--- config.mk ---
export PLATFORM = sky130hd
export DESIGN_NAME = watchdog_timer
export DESIGN_NICKNAME = d
export VERILOG_FILES = /design/src/watchdog_pkg.sv /design/src/tick_divider.sv /design/src/watchdog_timer.sv
export SDC_FILE = /design/constraint.sdc
export NUM_CORES = 1
export LEC_CHECK = 0
export ABC_CLOCK_PERIOD_IN_PS = 2000
export BUFFER_PORTS_ARGS = -buffer_cell sky130_fd_sc_hd__buf_2
export CAP_MARGIN = 20
export CORE_MARGIN = 2
export CORE_UTILIZATION = 49
export DETAILED_ROUTE_END_ITERATION = 10
export PLACE_DENSITY = 0.82
export SLEW_MARGIN = 20
export SYNTH_ARGS = -nofsm -noshare
export SYNTH_HDL_FRONTEND = slang
export SYNTH_SLANG_ARGS = --single-unit
--- constraint.sdc ---
create_clock -name clock -period 2 [get_ports clock]
set_input_delay 0.1 -clock clock [delete_from_list [all_inputs] [get_ports clock]]
set_output_delay 0.1 -clock clock [all_outputs]
set_load 0.01 [all_outputs]
--- src/watchdog_pkg.sv ---
package watchdog_pkg;
	// apb register map (byte addresses)
	localparam logic [7:0] wdt_control_addr = 8'h00;
	localparam logic [7:0] wdt_status_addr = 8'h04;
	localparam logic [7:0] irq_status_addr = 8'h08;
	localparam logic [7:0] irq_mask_addr = 8'h0c;
	localparam logic [7:0] reload_addr = 8'h10;
	localparam logic [7:0] count_addr = 8'h14;
	// control register fields
	localparam int lock_hi_pos = 7;
	localparam int lock_lo_pos = 5;
	localparam int src_osc_pos = 7;
	localparam int src_div_pos = 6;
	localparam int stop_fn_pos = 5;
	localparam logic [7:0] control_reset = 8'h00;
	// interrupt status bits
	localparam int irq_underflow_pos = 0;
	localparam int irq_lock_viol_pos = 1;
	localparam int irq_flash_clear_pos = 2;
	localparam int irq_width = 3;
	localparam logic [irq_width-1:0] irq_reset = 3'h0;
	// counter
	localparam int count_width = 16;
	localparam logic [count_width-1:0] reload_reset = 16'hffff;
	localparam logic [7:0] prescale_div = 8'h10;
	localparam logic [7:0] slow_div = 8'h08;
	// internal reset pulse length
	localparam int reset_pulse_ns = 64;
	localparam int clock_period_ns = 8;
	localparam logic [3:0] reset_pulse_cycles = 4'((reset_pulse_ns + clock_period_ns - 1)
		/ clock_period_ns);
	// boot vector addresses
	localparam logic [15:0] boot_vector_lo = 16'hfffc;
	localparam logic [15:0] boot_vector_hi = 16'hfffd;
	localparam logic [15:0] user_vector_lo = 16'hfffc;
	typedef enum logic [2:0] {
		st_run = 3'b001,
		st_stopped = 3'b010,
		st_reset_out = 3'b100
	} wdt_state_e;
endpackage

--- src/tick_divider.sv ---
`timescale 1ns/1ns
module tick_divider (
	input wire logic clock, // system clock
	input wire logic reset, // sync reset
	input wire logic enable, // count when high
	input wire logic [7:0] divisor, // ticks every divisor enables
	output logic tick // one-cycle enable pulse
);
	logic [7:0] count;

	always_ff @(posedge clock) begin
		if (reset) begin
			count <= 8'h00;
			tick <= 1'b0;
		end else begin
			tick <= 1'b0;
			if (enable) begin
				if (count >= divisor - 8'h01) begin
					count <= 8'h00;
					tick <= 1'b1;
				end else begin
					count <= count + 8'h01;
				end
			end
		end
	end
endmodule

--- src/watchdog_timer.sv ---
// Chosen here: the register addresses and register access over APB.
`timescale 1ns/1ns
module watchdog_timer (
	input wire logic clock, // 125 mhz system clock
	input wire logic reset, // sync active high
	input wire logic psel, // apb select
	input wire logic penable, // apb enable
	input wire logic pwrite, // apb direction
	input wire logic [7:0] paddr, // apb byte address
	input wire logic [31:0] pwdata, // apb write data
	output logic [31:0] prdata, // apb read data
	output logic pready, // apb ready
	output logic pslverr, // apb error on unmapped address
	input wire logic stop_mode, // device in stop mode
	input wire logic wait_mode, // device in wait mode
	input wire logic settle_wait, // stop-release settling in progress
	input wire logic osc_stop_request, // request to stop on-chip oscillator
	input wire logic flash_busy, // flash program or erase running
	input wire logic boot_mode_select_pin, // boot pin, asynchronous
	output logic osc_run, // on-chip oscillator enable
	output logic internal_reset, // watchdog reset to device
	output logic boot_mode, // boot mode latched at reset release
	output logic [15:0] start_vector_addr, // address of start vector low byte
	output logic irq // level interrupt
);
	import watchdog_pkg::*;

	wdt_state_e state;
	logic [7:0] control;
	logic locked;
	logic [count_width-1:0] reload;
	logic [count_width-1:0] count;
	logic [irq_width-1:0] irq_status;
	logic [irq_width-1:0] irq_mask;
	logic [3:0] pulse_count;
	logic boot_meta;
	logic boot_sync;
	logic reset_seen;
	logic src_enable;
	logic tick;
	logic access;
	logic wr;
	logic control_write;
	logic underflow;
	logic [31:0] next_prdata;
	logic next_pslverr;
	logic [irq_width-1:0] events;

	function automatic logic mapped(input logic [7:0] a);
		return a == wdt_control_addr || a == wdt_status_addr || a == irq_status_addr
			|| a == irq_mask_addr || a == reload_addr || a == count_addr;
	endfunction

	assign access = psel && penable && pready;
	assign wr = access && pwrite && mapped(paddr);
	assign control_write = wr && paddr == wdt_control_addr;
	// counting runs in run state only; wait and settle do not gate it
	assign src_enable = state == st_run && !flash_busy;
	assign underflow = tick && count == '0 && !flash_busy;

	tick_divider prescaler (
		.clock(clock),
		.reset(reset),
		.enable(src_enable),
		.divisor(control[src_div_pos] ? slow_div : prescale_div),
		.tick(tick)
	);

	// apb: one wait state, so pready rises in the first access cycle's next edge
	always_ff @(posedge clock) begin
		if (reset) begin
			pready <= 1'b0;
		end else begin
			pready <= psel && penable && !pready;
		end
	end

	always_comb begin
		next_prdata = 32'h00000000;
		next_pslverr = 1'b0;
		unique case (paddr)
			wdt_control_addr: next_prdata = {24'h000000, control};
			wdt_status_addr: next_prdata = {28'h0000000, boot_mode, flash_busy, osc_run,
				locked};
			irq_status_addr: next_prdata = {29'h00000000, irq_status};
			irq_mask_addr: next_prdata = {29'h00000000, irq_mask};
			reload_addr: next_prdata = {16'h0000, reload};
			count_addr: next_prdata = {16'h0000, count};
			default: next_pslverr = 1'b1;
		endcase
	end

	always_ff @(posedge clock) begin
		if (reset) begin
			prdata <= 32'h00000000;
			pslverr <= 1'b0;
		end else if (psel && penable && !pready) begin
			prdata <= pwrite ? 32'h00000000 : next_prdata;
			pslverr <= next_pslverr;
		end else begin
			// error stands only beside the one-cycle ready; read data is held
			pslverr <= 1'b0;
		end
	end

	// write-once upper control bits
	always_ff @(posedge clock) begin
		if (reset) begin
			control <= control_reset;
			locked <= 1'b0;
		end else if (control_write) begin
			control[lock_lo_pos-1:0] <= pwdata[lock_lo_pos-1:0];
			if (!locked) begin
				control[lock_hi_pos:lock_lo_pos] <= pwdata[lock_hi_pos:lock_lo_pos];
				locked <= 1'b1;
			end
		end
	end

	always_ff @(posedge clock) begin
		if (reset) begin
			reload <= reload_reset;
		end else if (wr && paddr == reload_addr) begin
			reload <= pwdata[count_width-1:0];
		end
	end

	// oscillator cannot be stopped while it is the count source
	always_ff @(posedge clock) begin
		if (reset) begin
			osc_run <= 1'b1;
		end else begin
			osc_run <= control[src_osc_pos] || !osc_stop_request;
		end
	end

	always_ff @(posedge clock) begin
		if (reset) begin
			state <= st_run;
		end else begin
			unique case (state)
				st_run: begin
					if (underflow) begin
						state <= st_reset_out;
					end else if (stop_mode && !settle_wait) begin
						state <= st_stopped;
					end
				end
				st_stopped: begin
					if (!stop_mode || settle_wait) begin
						state <= st_run;
					end
				end
				st_reset_out: begin
					if (pulse_count == 4'h1) begin
						state <= st_run;
					end
				end
				default: state <= st_run;
			endcase
		end
	end

	// counter: stop mode with settle_wait low freezes it since the prescaler gets no enable
	always_ff @(posedge clock) begin
		if (reset) begin
			count <= reload_reset;
		end else if (flash_busy) begin
			count <= reload;
		end else if (control_write) begin
			count <= reload;
		end else if (state == st_reset_out) begin
			count <= reload;
		end else if (tick && count != '0) begin
			count <= count - 1'b1;
		end
	end

	always_ff @(posedge clock) begin
		if (reset) begin
			internal_reset <= 1'b0;
			pulse_count <= 4'h0;
		end else if (underflow && state == st_run) begin
			internal_reset <= 1'b1;
			pulse_count <= reset_pulse_cycles;
		end else if (pulse_count != 4'h0) begin
			pulse_count <= pulse_count - 4'h1;
			internal_reset <= pulse_count != 4'h1;
		end
	end

	// boot pin is caught on the first clock after reset release
	always_ff @(posedge clock) begin
		boot_meta <= boot_mode_select_pin;
		boot_sync <= boot_meta;
	end

	always_ff @(posedge clock) begin
		if (reset) begin
			reset_seen <= 1'b0;
			boot_mode <= 1'b0;
			start_vector_addr <= user_vector_lo;
		end else if (!reset_seen) begin
			reset_seen <= 1'b1;
			boot_mode <= boot_sync;
			start_vector_addr <= boot_sync ? boot_vector_lo : user_vector_lo;
		end
	end

	assign events[irq_underflow_pos] = underflow && state == st_run;
	assign events[irq_lock_viol_pos] = control_write && locked;
	assign events[irq_flash_clear_pos] = flash_busy && count != reload;

	// set wins over a simultaneous write-one clear
	always_ff @(posedge clock) begin
		if (reset) begin
			irq_status <= irq_reset;
			irq_mask <= irq_reset;
			irq <= 1'b0;
		end else begin
			irq_status <= (irq_status & ~((wr && paddr == irq_status_addr) ?
				pwdata[irq_width-1:0] : irq_reset)) | events;
			if (wr && paddr == irq_mask_addr) begin
				irq_mask <= pwdata[irq_width-1:0];
			end
			irq <= |(irq_status & irq_mask);
		end
	end
endmodule

### Word level (Yosys, flattened, before mapping)

Index checks and enable logic that the tools add are counted.

| cells by class | value |
|---|---|
| add/sub/neg operators | 4 |
| order comparisons | 1 |
| eq/ne operators | 14 |
| mux-type cells | 21 |
| bitwise gates (word level) | 7 |
| reductions and logical operators | 42 |

Operator list:

| cell | count |
|---|---|
| case mux 16 bit (6 select lines) | 1 |
| two-way mux 16 bit | 4 |
| two-way mux 32 bit | 1 |
| logical AND 1 bit | 17 |
| equality test 8 x 4 -> 1 bit (second input constant) | 2 |
| equality test 8 x 5 -> 1 bit (second input constant) | 2 |
| zero test 16 bit | 1 |
| != test 16 bit | 1 |
| nonzero test 16 bit | 1 |
| subtractor 16 x 1 -> 16 bit (second input constant) | 1 |
| two-way mux 3 bit | 5 |
| case mux 3 bit (3 select lines) | 1 |
| adder 8 x 1 -> 8 bit (second input constant) | 1 |
| equality test 8 x 3 -> 1 bit (second input constant) | 1 |
| >= comparator 8 bit | 1 |
| zero test 8 bit | 1 |
| two-way mux 4 bit | 2 |
| two-way mux 8 bit | 1 |
| nonzero test 4 bit | 2 |
| logical OR 1 bit | 7 |
| bitwise AND 3 bit | 2 |
| OR reduction 2 bit | 3 |
| OR reduction 6 bit | 1 |
| subtractor 5 x 1 -> 6 bit (second input constant) | 1 |
| 18 further kinds | 29 |

| word-level totals | value |
|---|---|
| bits in registers | 104 |
| bits of input ports | 51 |
| output and inout port bits | 54 |
| logic and storage cells | 111 |

### Logic depth before layout (Yosys ltp)

Gate-level depths: netlist of the first run.

| depth | value |
|---|---|
| depth in word-level cells | 12 |
| depth in mapped cells | 8 |
| depth with buffers taken out | 7 |

### Modules after synthesis

Synthesis of the first run repeated with hierarchy kept, for this count alone.

| unflattened totals | value |
|---|---|
| cell total of the unflattened synthesis | 554 |
| area, all modules | 4,928.5 um2 |

By module, submodules not included:

| module | times used | cells each | area each (um2) | sequential area each (um2) |
|---|---|---|---|---|
| watchdog_timer | 1 | 477 | 4,220.3 | 1,581.5 |
| tick_divider | 1 | 77 | 708.2 | 180.2 |

### Worst setup path before layout of the first run

Ideal clock, no wire load.

| timing path | value |
|---|---|
| path kind | register -> register |
| from | register count[4] |
| to | register count[5] |
| setup time | 0.122 ns |
| arrival time | 1.914 ns |
| required time | 1.878 ns |
| setup slack | -0.036 ns |
| cell stages (with the launch flop) | 7 |
| buffers on the path | 1 |
| period minus slack after synthesis | 2.036 ns |
| cells stage by stage | dfxtp_1 > or4_1 > buf_2 > nor3_4 > a211oi_1 > or4_1 > o311a_1 |

| on the way | value |
|---|---|
| word-level cells in the longest chain between the ends | 5 |
| elaborated cells between the ends (all ways) | 8 |
| classes of those cells | add/sub: 1; mux: 4; reduce/logical: 3 |

RTL lines:

| item | line | source |
|---|---|---|
| from (decl) | watchdog_timer.sv:32 | `logic [count_width-1:0] count;` |
| from (signal assigned) | watchdog_timer.sv:167 | `count <= reload_reset;` |
| from (signal assigned) | watchdog_timer.sv:169 | `count <= reload;` |
| from (signal assigned) | watchdog_timer.sv:171 | `count <= reload;` |
| subtractor 16 x 1 -> 16 bit | watchdog_timer.sv:175 | `count <= count - 1'b1;` |
| two-way mux 16 bit | watchdog_timer.sv:174 | `end else if (tick && count != '0) begin` |
| two-way mux 16 bit | watchdog_timer.sv:172 | `end else if (state == st_reset_out) begin` |
| two-way mux 16 bit | watchdog_timer.sv:170 | `end else if (control_write) begin` |
| two-way mux 16 bit | watchdog_timer.sv:168 | `end else if (flash_busy) begin` |

Parallel ways exist; a longest one is shown, timed or not. The select of a mux whose other input is x is not followed.
A chain may end at the register's enable or synchronous reset.

### Worst setup path in the final report of the first run

| timing path | value |
|---|---|
| from | register count[1] |
| to | register count[0] |

| on the way | value |
|---|---|
| word-level cells in the longest chain between the ends | 3 |

RTL lines:

| item | line |
|---|---|
| nonzero test 16 bit | watchdog_timer.sv:174 |
| logical AND 1 bit | watchdog_timer.sv:174 |
| nonzero test 4 bit (no line) | -- |

Every way passes these cells.

==> impl_metrics.tcl, run 1 <==
set metrics [dict create \
    critPathLaunchType "flop" \
    vias 4169 \
    grt_pass1_vias 3901 \
    via_per_inst 5.70 \
    dieArea_mm2 0.0100 \
    yosys_warnings 0 \
    cts_buffers 9 \
    drive_gt1_share_pct 24.8 \
    holdCritPathClass "in2reg" \
    clkTransAtPathRegs_ns 0.08 \
    cts_root_buf "clkbuf_8" \
    combPwrFrac_pct 14.2 \
    die_y_um 100 \
    syn_area_mm2 0.00452 \
    num_io_pins 105 \
    r2r_slack_ns -0.01 \
    p_seq_share_pct 49.1 \
    wirelength_um 11800 \
    setup_tns_ns -0.0115 \
    p_leak_nw 2.33 \
    ys_ff_latch 88 \
    required_ns 2.26 \
    start_util_pct 49.6 \
    violations "setup timing" \
    nets 673 \
    timing.fmax_ghz 0.497 \
    first_iter_violations 326 \
    outcome "finished with violations" \
    die_w_um 100 \
    met3_length_um 803 \
    highest_layer "met4" \
    cpPeakStageDelay_ns 0.38 \
    overflow 0 \
    worstHoldPathCells 3 \
    crit_chain "inv_2, ha_4, or3b_4, buf_6, o41ai_4, buf_4, xnor2_2, nand3_1, o31a_1" \
    drc 0 \
    p_sw_share_pct 26.2 \
    p_clk_share_pct 36.7 \
    synth_edf_count 0 \
    min_to "reload[0]" \
    critPathMaxFanout 3 \
    period_share_pct 101 \
    async_reset_ff_share_pct 0 \
    grt_setup_unrepaired "true" \
    place_congestion 0.927 \
    cts_tree "done" \
    critPathLaunch "count[1]" \
    reg2reg_depth 9 \
    grt_start_max_net_pins 26 \
    slowest_stage "or3b_4" \
    clock_sinks 88 \
    hold_start "pwdata[0]" \
    timing.slew.headroom_pct 56.0 \
    fill_cells 751 \
    dpl.hpwl_um 8280 \
    first_pass_iters 5 \
    p_per_area_mw_per_mm2 693 \
    avgSynthCellArea_um2 8.77 \
    synthDistinctLibCells 61 \
    antenna_found_initial 0 \
    seq_area_frac_synth_pct 39.0 \
    fp-row-count 35 \
    placement.io_buffers 55 \
    worst_pin_slew_ns 0.656 \
    grt_use_total_pct 23.2 \
    fin_skew_ns 0.00987 \
    wl_met2_um 5810 \
    grt_pass1_wl_um 18600 \
    core-area_mm2 0.00911 \
    clockBufferDepth 2 \
    p_sw_mw 1.00 \
    p_int_mw 2.83 \
    ant_nets 0 \
    cap_violations 0 \
    p_total_mw 3.83 \
    wl_met1_um 4940 \
    cp.arrival_ns 2.27 \
    fin_ws_ns -0.0115 \
    peakVddDrop_mv 0.446 \
    n_antenna_cell 0 \
    timing.rr.end "count[0]" \
    postSynthCellCount 515 \
    clkLatencyLatePin_ns 0.37 \
    area_growth_pct 22.5 \
    hold_violations 0 \
    min_period_ns 2.01 \
    critPathKind "reg2reg" \
    setup_viol 1 \
    wire_per_inst_um 16.1 \
    reg2reg_from "count[1]" \
    synthFlopType "dfxtp_1" \
    h-tree-depth 3 \
    holdWs_ns 0.0206 \
    end_kind "flop" \
    drv_slew 0 \
]
==> cell type report <==
type / instances / area, um^2 / area share (%)
multi-input combinational: 382 / 2520 / 45.6
sequential: 88 / 1760 / 31.9
timing repair buffer: 118 / 817 / 14.8
clock buffer: 12 / 155 / 2.80
tap: 111 / 139 / 2.51
clock inverter: 4 / 76.3 / 1.38
inverter: 16 / 60.1 / 1.09
==> per-stage QoR <==
step | cells | instance area, um^2 | util [%] | setup slack (ns)
after global placement | 694 | 5040 | 55.3 | -0.0103
final | 731 | 5530 | 60.7 | -0.0115
after CTS | 725 | 5430 | 59.6 | -0.00348
after floorplan | 545 | 4630 | - | -0.0358
after detailed placement | 694 | 5040 | 55.3 | -0.0426
after global routing | 731 | 5530 | 60.7 | -0.0860
==> kinds of logic (layout without fill, tap and decap cells) <==
family / after synthesis / count (layout) / synth area share (%)
AOI/OAI and AO/OA: 99 / 99 / 14.8
xor gates and xnor gates: 26 / 26 / 5.04
adders and majority gates: 7 / 7 / 1.94
buffers and inverters: 75 / 150 / 9.03
DFF: 88 / 88 / 39.0
muxes: 46 / 46 / 10.9
other: 2 / 32 / 0.166
and+or+nand+nor: 172 / 172 / 19.1
==> power by group through the flow <==
stage	clock network, mW	registers [mW]	logic, mW
6_report	1.41	1.88	0.545
5_1_grt	1.49	1.89	0.619
3_3_place_gp	0	1.92	0.486
4_1_cts	1.42	1.88	0.537
2_1_floorplan	0	1.91	0.405
3_5_place_dp	0	1.92	0.514
==> timing repair <==
| item | CTS | global route |
|---|---|---|
| hold buffers | 15 | 1 |
| setup endpoints to repair | 9 | 16 |
| buffers inserted | 0 | 5 |
| pin swaps | 2 | 3 |
| gates cloned | 0 | 0 |
| resized for setup | 3 | 17 |
| hold endpoints to repair | 19 | 1 |
==> cell usage after synthesis, drive strengths merged (3+ instances only) <==
cell type	n	area [um^2]
nor2	54	203
nor2b	6	37.5
mux2i	29	290
clkbuf	21	78.8
nand3	3	15.0
nor4	5	31.3
o21ai	23	115
a2111oi	3	26.3
nor3b	4	30.0
mux2	16	180
o211ai	3	22.5
a22oi	14	105
nand3b	3	22.5
nand4	10	62.6
a211oi	6	45.0
nor3	10	66.3
inv	15	56.3
a21oi	26	130
and2	4	25.0
and4	5	43.8
xor2	3	26.3
a31oi	4	25.0
xnor2	23	201
or4	7	52.6
nand2	50	188
ha	7	87.6
dfxtp	88	1760
buf	38	269
==> state kept, by name, summed over array words and instances (netlist names) <==
name,count
count,16
prdata,16
reload,16
control,8
prescaler.count,8
pulse_count,4
irq_mask,3
irq_status,3
state,3
boot_meta,1
boot_mode,1
boot_sync,1
internal_reset,1
irq,1
locked,1
osc_run,1
pready,1
prescaler.tick,1
pslverr,1
reset_seen,1
==> cell usage in the layout, fill, tap and decap left out, types with 4 or more instances in the layout <==
cell type / n
nand2_1: 50
dlygate4sd3_1: 16
a31oi_1: 4
a22oi_1: 14
inv_1: 13
nor4_1: 4
nor3_1: 8
a21oi_1: 26
o21ai_0: 20
xnor2_1: 22
and2_1: 4
and4_1: 5
buf_4: 44
ha_1: 6
nor2_1: 53
nor2b_1: 6
or4_1: 5
clkbuf_8: 11
dfxtp_1: 86
mux2i_1: 29
buf_2: 55
conb_1: 32
nand4_1: 10
mux2_2: 16
a211oi_1: 6
==> per-layer routing <==
metal / global-route usage [%] / up-vias
li1: - / 1971
met1: 29.4 / 1990
met2: 38.7 / 186
met3: 6.62 / 22
met4: 6.74 / 0
met5: 0 / -
==> critical path: cells and delay by family, from the launching register on <==
| kind | cells | cell delay, ns |
|---|---|---|
| buffers and inverters | 3 | 0.39 |
| and+or+nand+nor | 2 | 0.47 |
| xor gates and xnor gates | 1 | 0.10 |
| AOI/OAI and AO/OA | 2 | 0.48 |
| adders and majority gates | 1 | 0.13 |
| DFF | 1 | 0.33 |
==> how the worst max path moves through the flow <==
stage          endpoint  slack (ns)  cells past startpoint
2_1_floorplan  count[5]       -0.04                      6
3_3_place_gp   count[9]       -0.01                      5
3_5_place_dp   count[1]       -0.04                      9
4_1_cts        count[1]      -0.003                      9
5_1_grt        count[0]       -0.09                      9
6_report       count[0]       -0.01                      9
(Power assumes the default switching activity.)
==> run 2: changes to the inputs <==
--- a/config.mk
+++ b/config.mk
@@ -9,10 +9,11 @@
 export BUFFER_PORTS_ARGS = -buffer_cell sky130_fd_sc_hd__buf_2
 export CAP_MARGIN = 20
 export CORE_MARGIN = 2
-export CORE_UTILIZATION = 49
+export CORE_UTILIZATION = 50
 export DETAILED_ROUTE_END_ITERATION = 10
 export PLACE_DENSITY = 0.82
 export SLEW_MARGIN = 20
 export SYNTH_ARGS = -nofsm -noshare
 export SYNTH_HDL_FRONTEND = slang
+export SYNTH_HIERARCHICAL = 1
 export SYNTH_SLANG_ARGS = --single-unit
==> run 2 against run 1 <==
The flow still finishes with violations (setup timing). Critical path depth shrank 2. Global-route usage grew 1.9 points. Maximum frequency shrank 2.6%. Largest power group unchanged. Die area grew 6.6%. Non-clock buffer count shrank 7. Clock skew is essentially flat. Via count grew 9.1%. Power shrank 2.3%. Synthesized cell count grew 7.6%. Final area grew 7.4%.
==> impl_metrics.tcl, run 2 <==
set metrics [dict create \
    outcome "finished with violations" \
    violations "setup timing" \
    netlist.top_cell.by_area "dfxtp_1" \
    synthFlopType "dfxtp_1" \
    slowest_stage "dfxtp_4" \
    final_common_cell "dfxtp_1" \
    cp_num_buf_inv 0 \
    dieArea_mm2 0.0107 \
    cap_violations 0 \
    ant_nets 0 \
    final_cell_mix "87 x dfxtp_1, 57 x nand2_1, 55 x buf_2, 49 x conb_1, 40 x buf_4" \
    cts_tree "done" \
    worst_pin_slew_ns 0.494 \
    p_leak_nw 2.46 \
    cp.arrival_ns 2.33 \
    drc 0 \
    die_y_um 103 \
    grt_pass1_vias 4252 \
    end_kind "flop" \
    required_ns 2.27 \
    start_util_pct 50.9 \
    design_area_mm2 0.00594 \
    synth_top_area_share_pct 35.7 \
    drive_gt1_share_pct 22.7 \
    syn_area_mm2 0.00493 \
    synth_area_leaders "dfxtp_1 36%, buf_4 5.0%, mux2i_1 4.9%" \
    cts_buffers 9 \
    wire_per_inst_um 16.5 \
    antenna_found_initial 0 \
    pre_cts_slack_ns -0.176 \
    critPathKind "reg2reg" \
    postSynthCellCount 554 \
    clkTransAtPathRegs_ns 0.09 \
    period_share_pct 103 \
    place_congestion 0.940 \
    num_io_pins 105 \
    fill_cells 800 \
    yosys_warnings 6 \
    cts_root_buf "clkbuf_8" \
    setup_viol 9 \
    dpl.hpwl_um 9380 \
    clock_sinks 88 \
    avgSynthCellArea_um2 8.90 \
    min_period_ns 2.07 \
    first_pass_iters 5 \
    fin_skew_ns 0.00981 \
    grt_pass1_wl_um 20900 \
    fin_ws_ns -0.0662 \
    critPathMaxFanout 9 \
    hold_violations 0 \
    postPlaceCellArea_mm2 0.00546 \
    nets 725 \
    grt_use_total_pct 25.1 \
    critPathLaunchType "flop" \
    grt_setup_unrepaired "true" \
    clkLatencyLatePin_ns 0.36 \
    core-area_mm2 0.00968 \
    n_antenna_cell 0 \
    peakVddDrop_mv 0.412 \
    holdCritPathClass "in2reg" \
    vias 4548 \
    die_w_um 103 \
    overflow 0 \
    synth_common_cells "88 x dfxtp_1, 57 x nand2_1, 33 x buf_4" \
    cp_top_family "simple AND/OR/NAND/NOR gates" \
    synth_edf_count 0 \
    h-tree-depth 3 \
    ys_ff_latch 88 \
    area_growth_pct 20.5 \
    first_iter_violations 220 \
    drv_slew 0 \
    clockBufferDepth 2 \
    seq_area_frac_synth_pct 35.7 \
    placement.io_buffers 55 \
    p_total_mw 3.74 \
    setup_tns_ns -0.442 \
    synth_most_common_cell "dfxtp_1" \
    fp-row-count 36 \
    via_per_inst 5.71 \
    wirelength_um 13100 \
    grt_start_max_net_pins 25 \
    crit_chain "nor2_1, nor4b_4, xnor2_1, ha_1, a21o_2, a22o_4, nor4_2" \
    synthDistinctLibCells 68 \
    async_reset_ff_share_pct 0 \
    timing.slew.headroom_pct 66.8 \
    timing.fmax_ghz 0.484 \
    cpPeakStageDelay_ns 0.38 \
    p_per_area_mw_per_mm2 630 \
    top_regs "count (16), prdata (16), reload (16)" \
]
-- run 2: cell count changes in the layout (fill, tap and decap cells not counted), moves of 7 or more --
cell      delta
nor2_1      -32
conb_1      +17
inv_1       +13
o32a_1      +12
a22oi_1      -9
ha_1         +8
mux2_2       -8
nand2_1      +7
nor4_1       +7
o211ai_1     +7
-- run 2: final timing paths --
check	from	endpoint	slack, ns	depth (start not counted)
min	reset	pulse_count[0]	0.002	2
min reg2reg	boot_meta	boot_sync	0.34	0
max reg2reg	control[6]	prescaler/count[3]	-0.07	7
max	control[6]	prescaler/count[3]	-0.07	7
-- run 2: per-stage QoR --
step / instances / util [%] / hold slack, ns
floorplan: 601 / - / 0.128
global placement: 762 / 56.4 / 0.204
detailed placement: 762 / 56.4 / 0.204
CTS: 794 / 61.0 / 0.00293
global route: 797 / 61.3 / 0.0152
finish: 797 / 61.3 / 0.00238
-- run 2: power breakdown --
| part | total [mW] | switching (mW) | internal (mW) |
|---|---|---|---|
| Combinational | 0.565 | 0.324 | 0.241 |
| Sequential | 1.87 | 0.0594 | 1.81 |
| Clock | 1.31 | 0.702 | 0.604 |
-- run 2: logic make-up after synthesis --
kind of cell    after synthesis  share of synthesized area [%]
simple gates                180                           20.3
compound gates              112                           16.3
buf+inv                      92                           10.2
flops                        88                           35.7
mux                          35                           8.07
xor+xnor                     30                           5.33
fa+ha+maj                    15                           3.81
other cells                   2                          0.152
-- run 2: worst register-to-register path: stages, from the launching register on --
cell and delay (ns):
dfxtp_4 0.38, nor2_1 0.17, nor4b_4 0.25, xnor2_1 0.11
ha_1 0.31, a21o_2 0.21, a22o_4 0.31, nor4_2 0.23
-- run 2: per-layer routing --
layer / GRT usage (%) / part of all wire, % / vias up
li1: - / - / 2134
met1: 32.5 / 42 / 2168
met2: 42.3 / 50 / 214
met3: 4.23 / 6.4 / 32
met4: 8.91 / 2.1 / 0
met5: 0 / 0 / -
-- run 2: layout make-up --
cell class,instances,area (um^2),area share [%]
repair buffers,111,746,12.6
clock buffers,9,124,2.09
multi-input cells,422,2950,49.7
well taps,133,166,2.80
flip-flops and latches,88,1770,29.7
inverters,27,101,1.71
clock inverters,7,85.1,1.43
-- run 2: what timing repair did --
item,CTS,global route
gates resized for setup,12,4
endpoints found under the setup margin,11,19
pin swaps,1,2
endpoints found under the hold margin,16,0
gates cloned,1,0
hold buffers,15,0
setup buffers,0,3
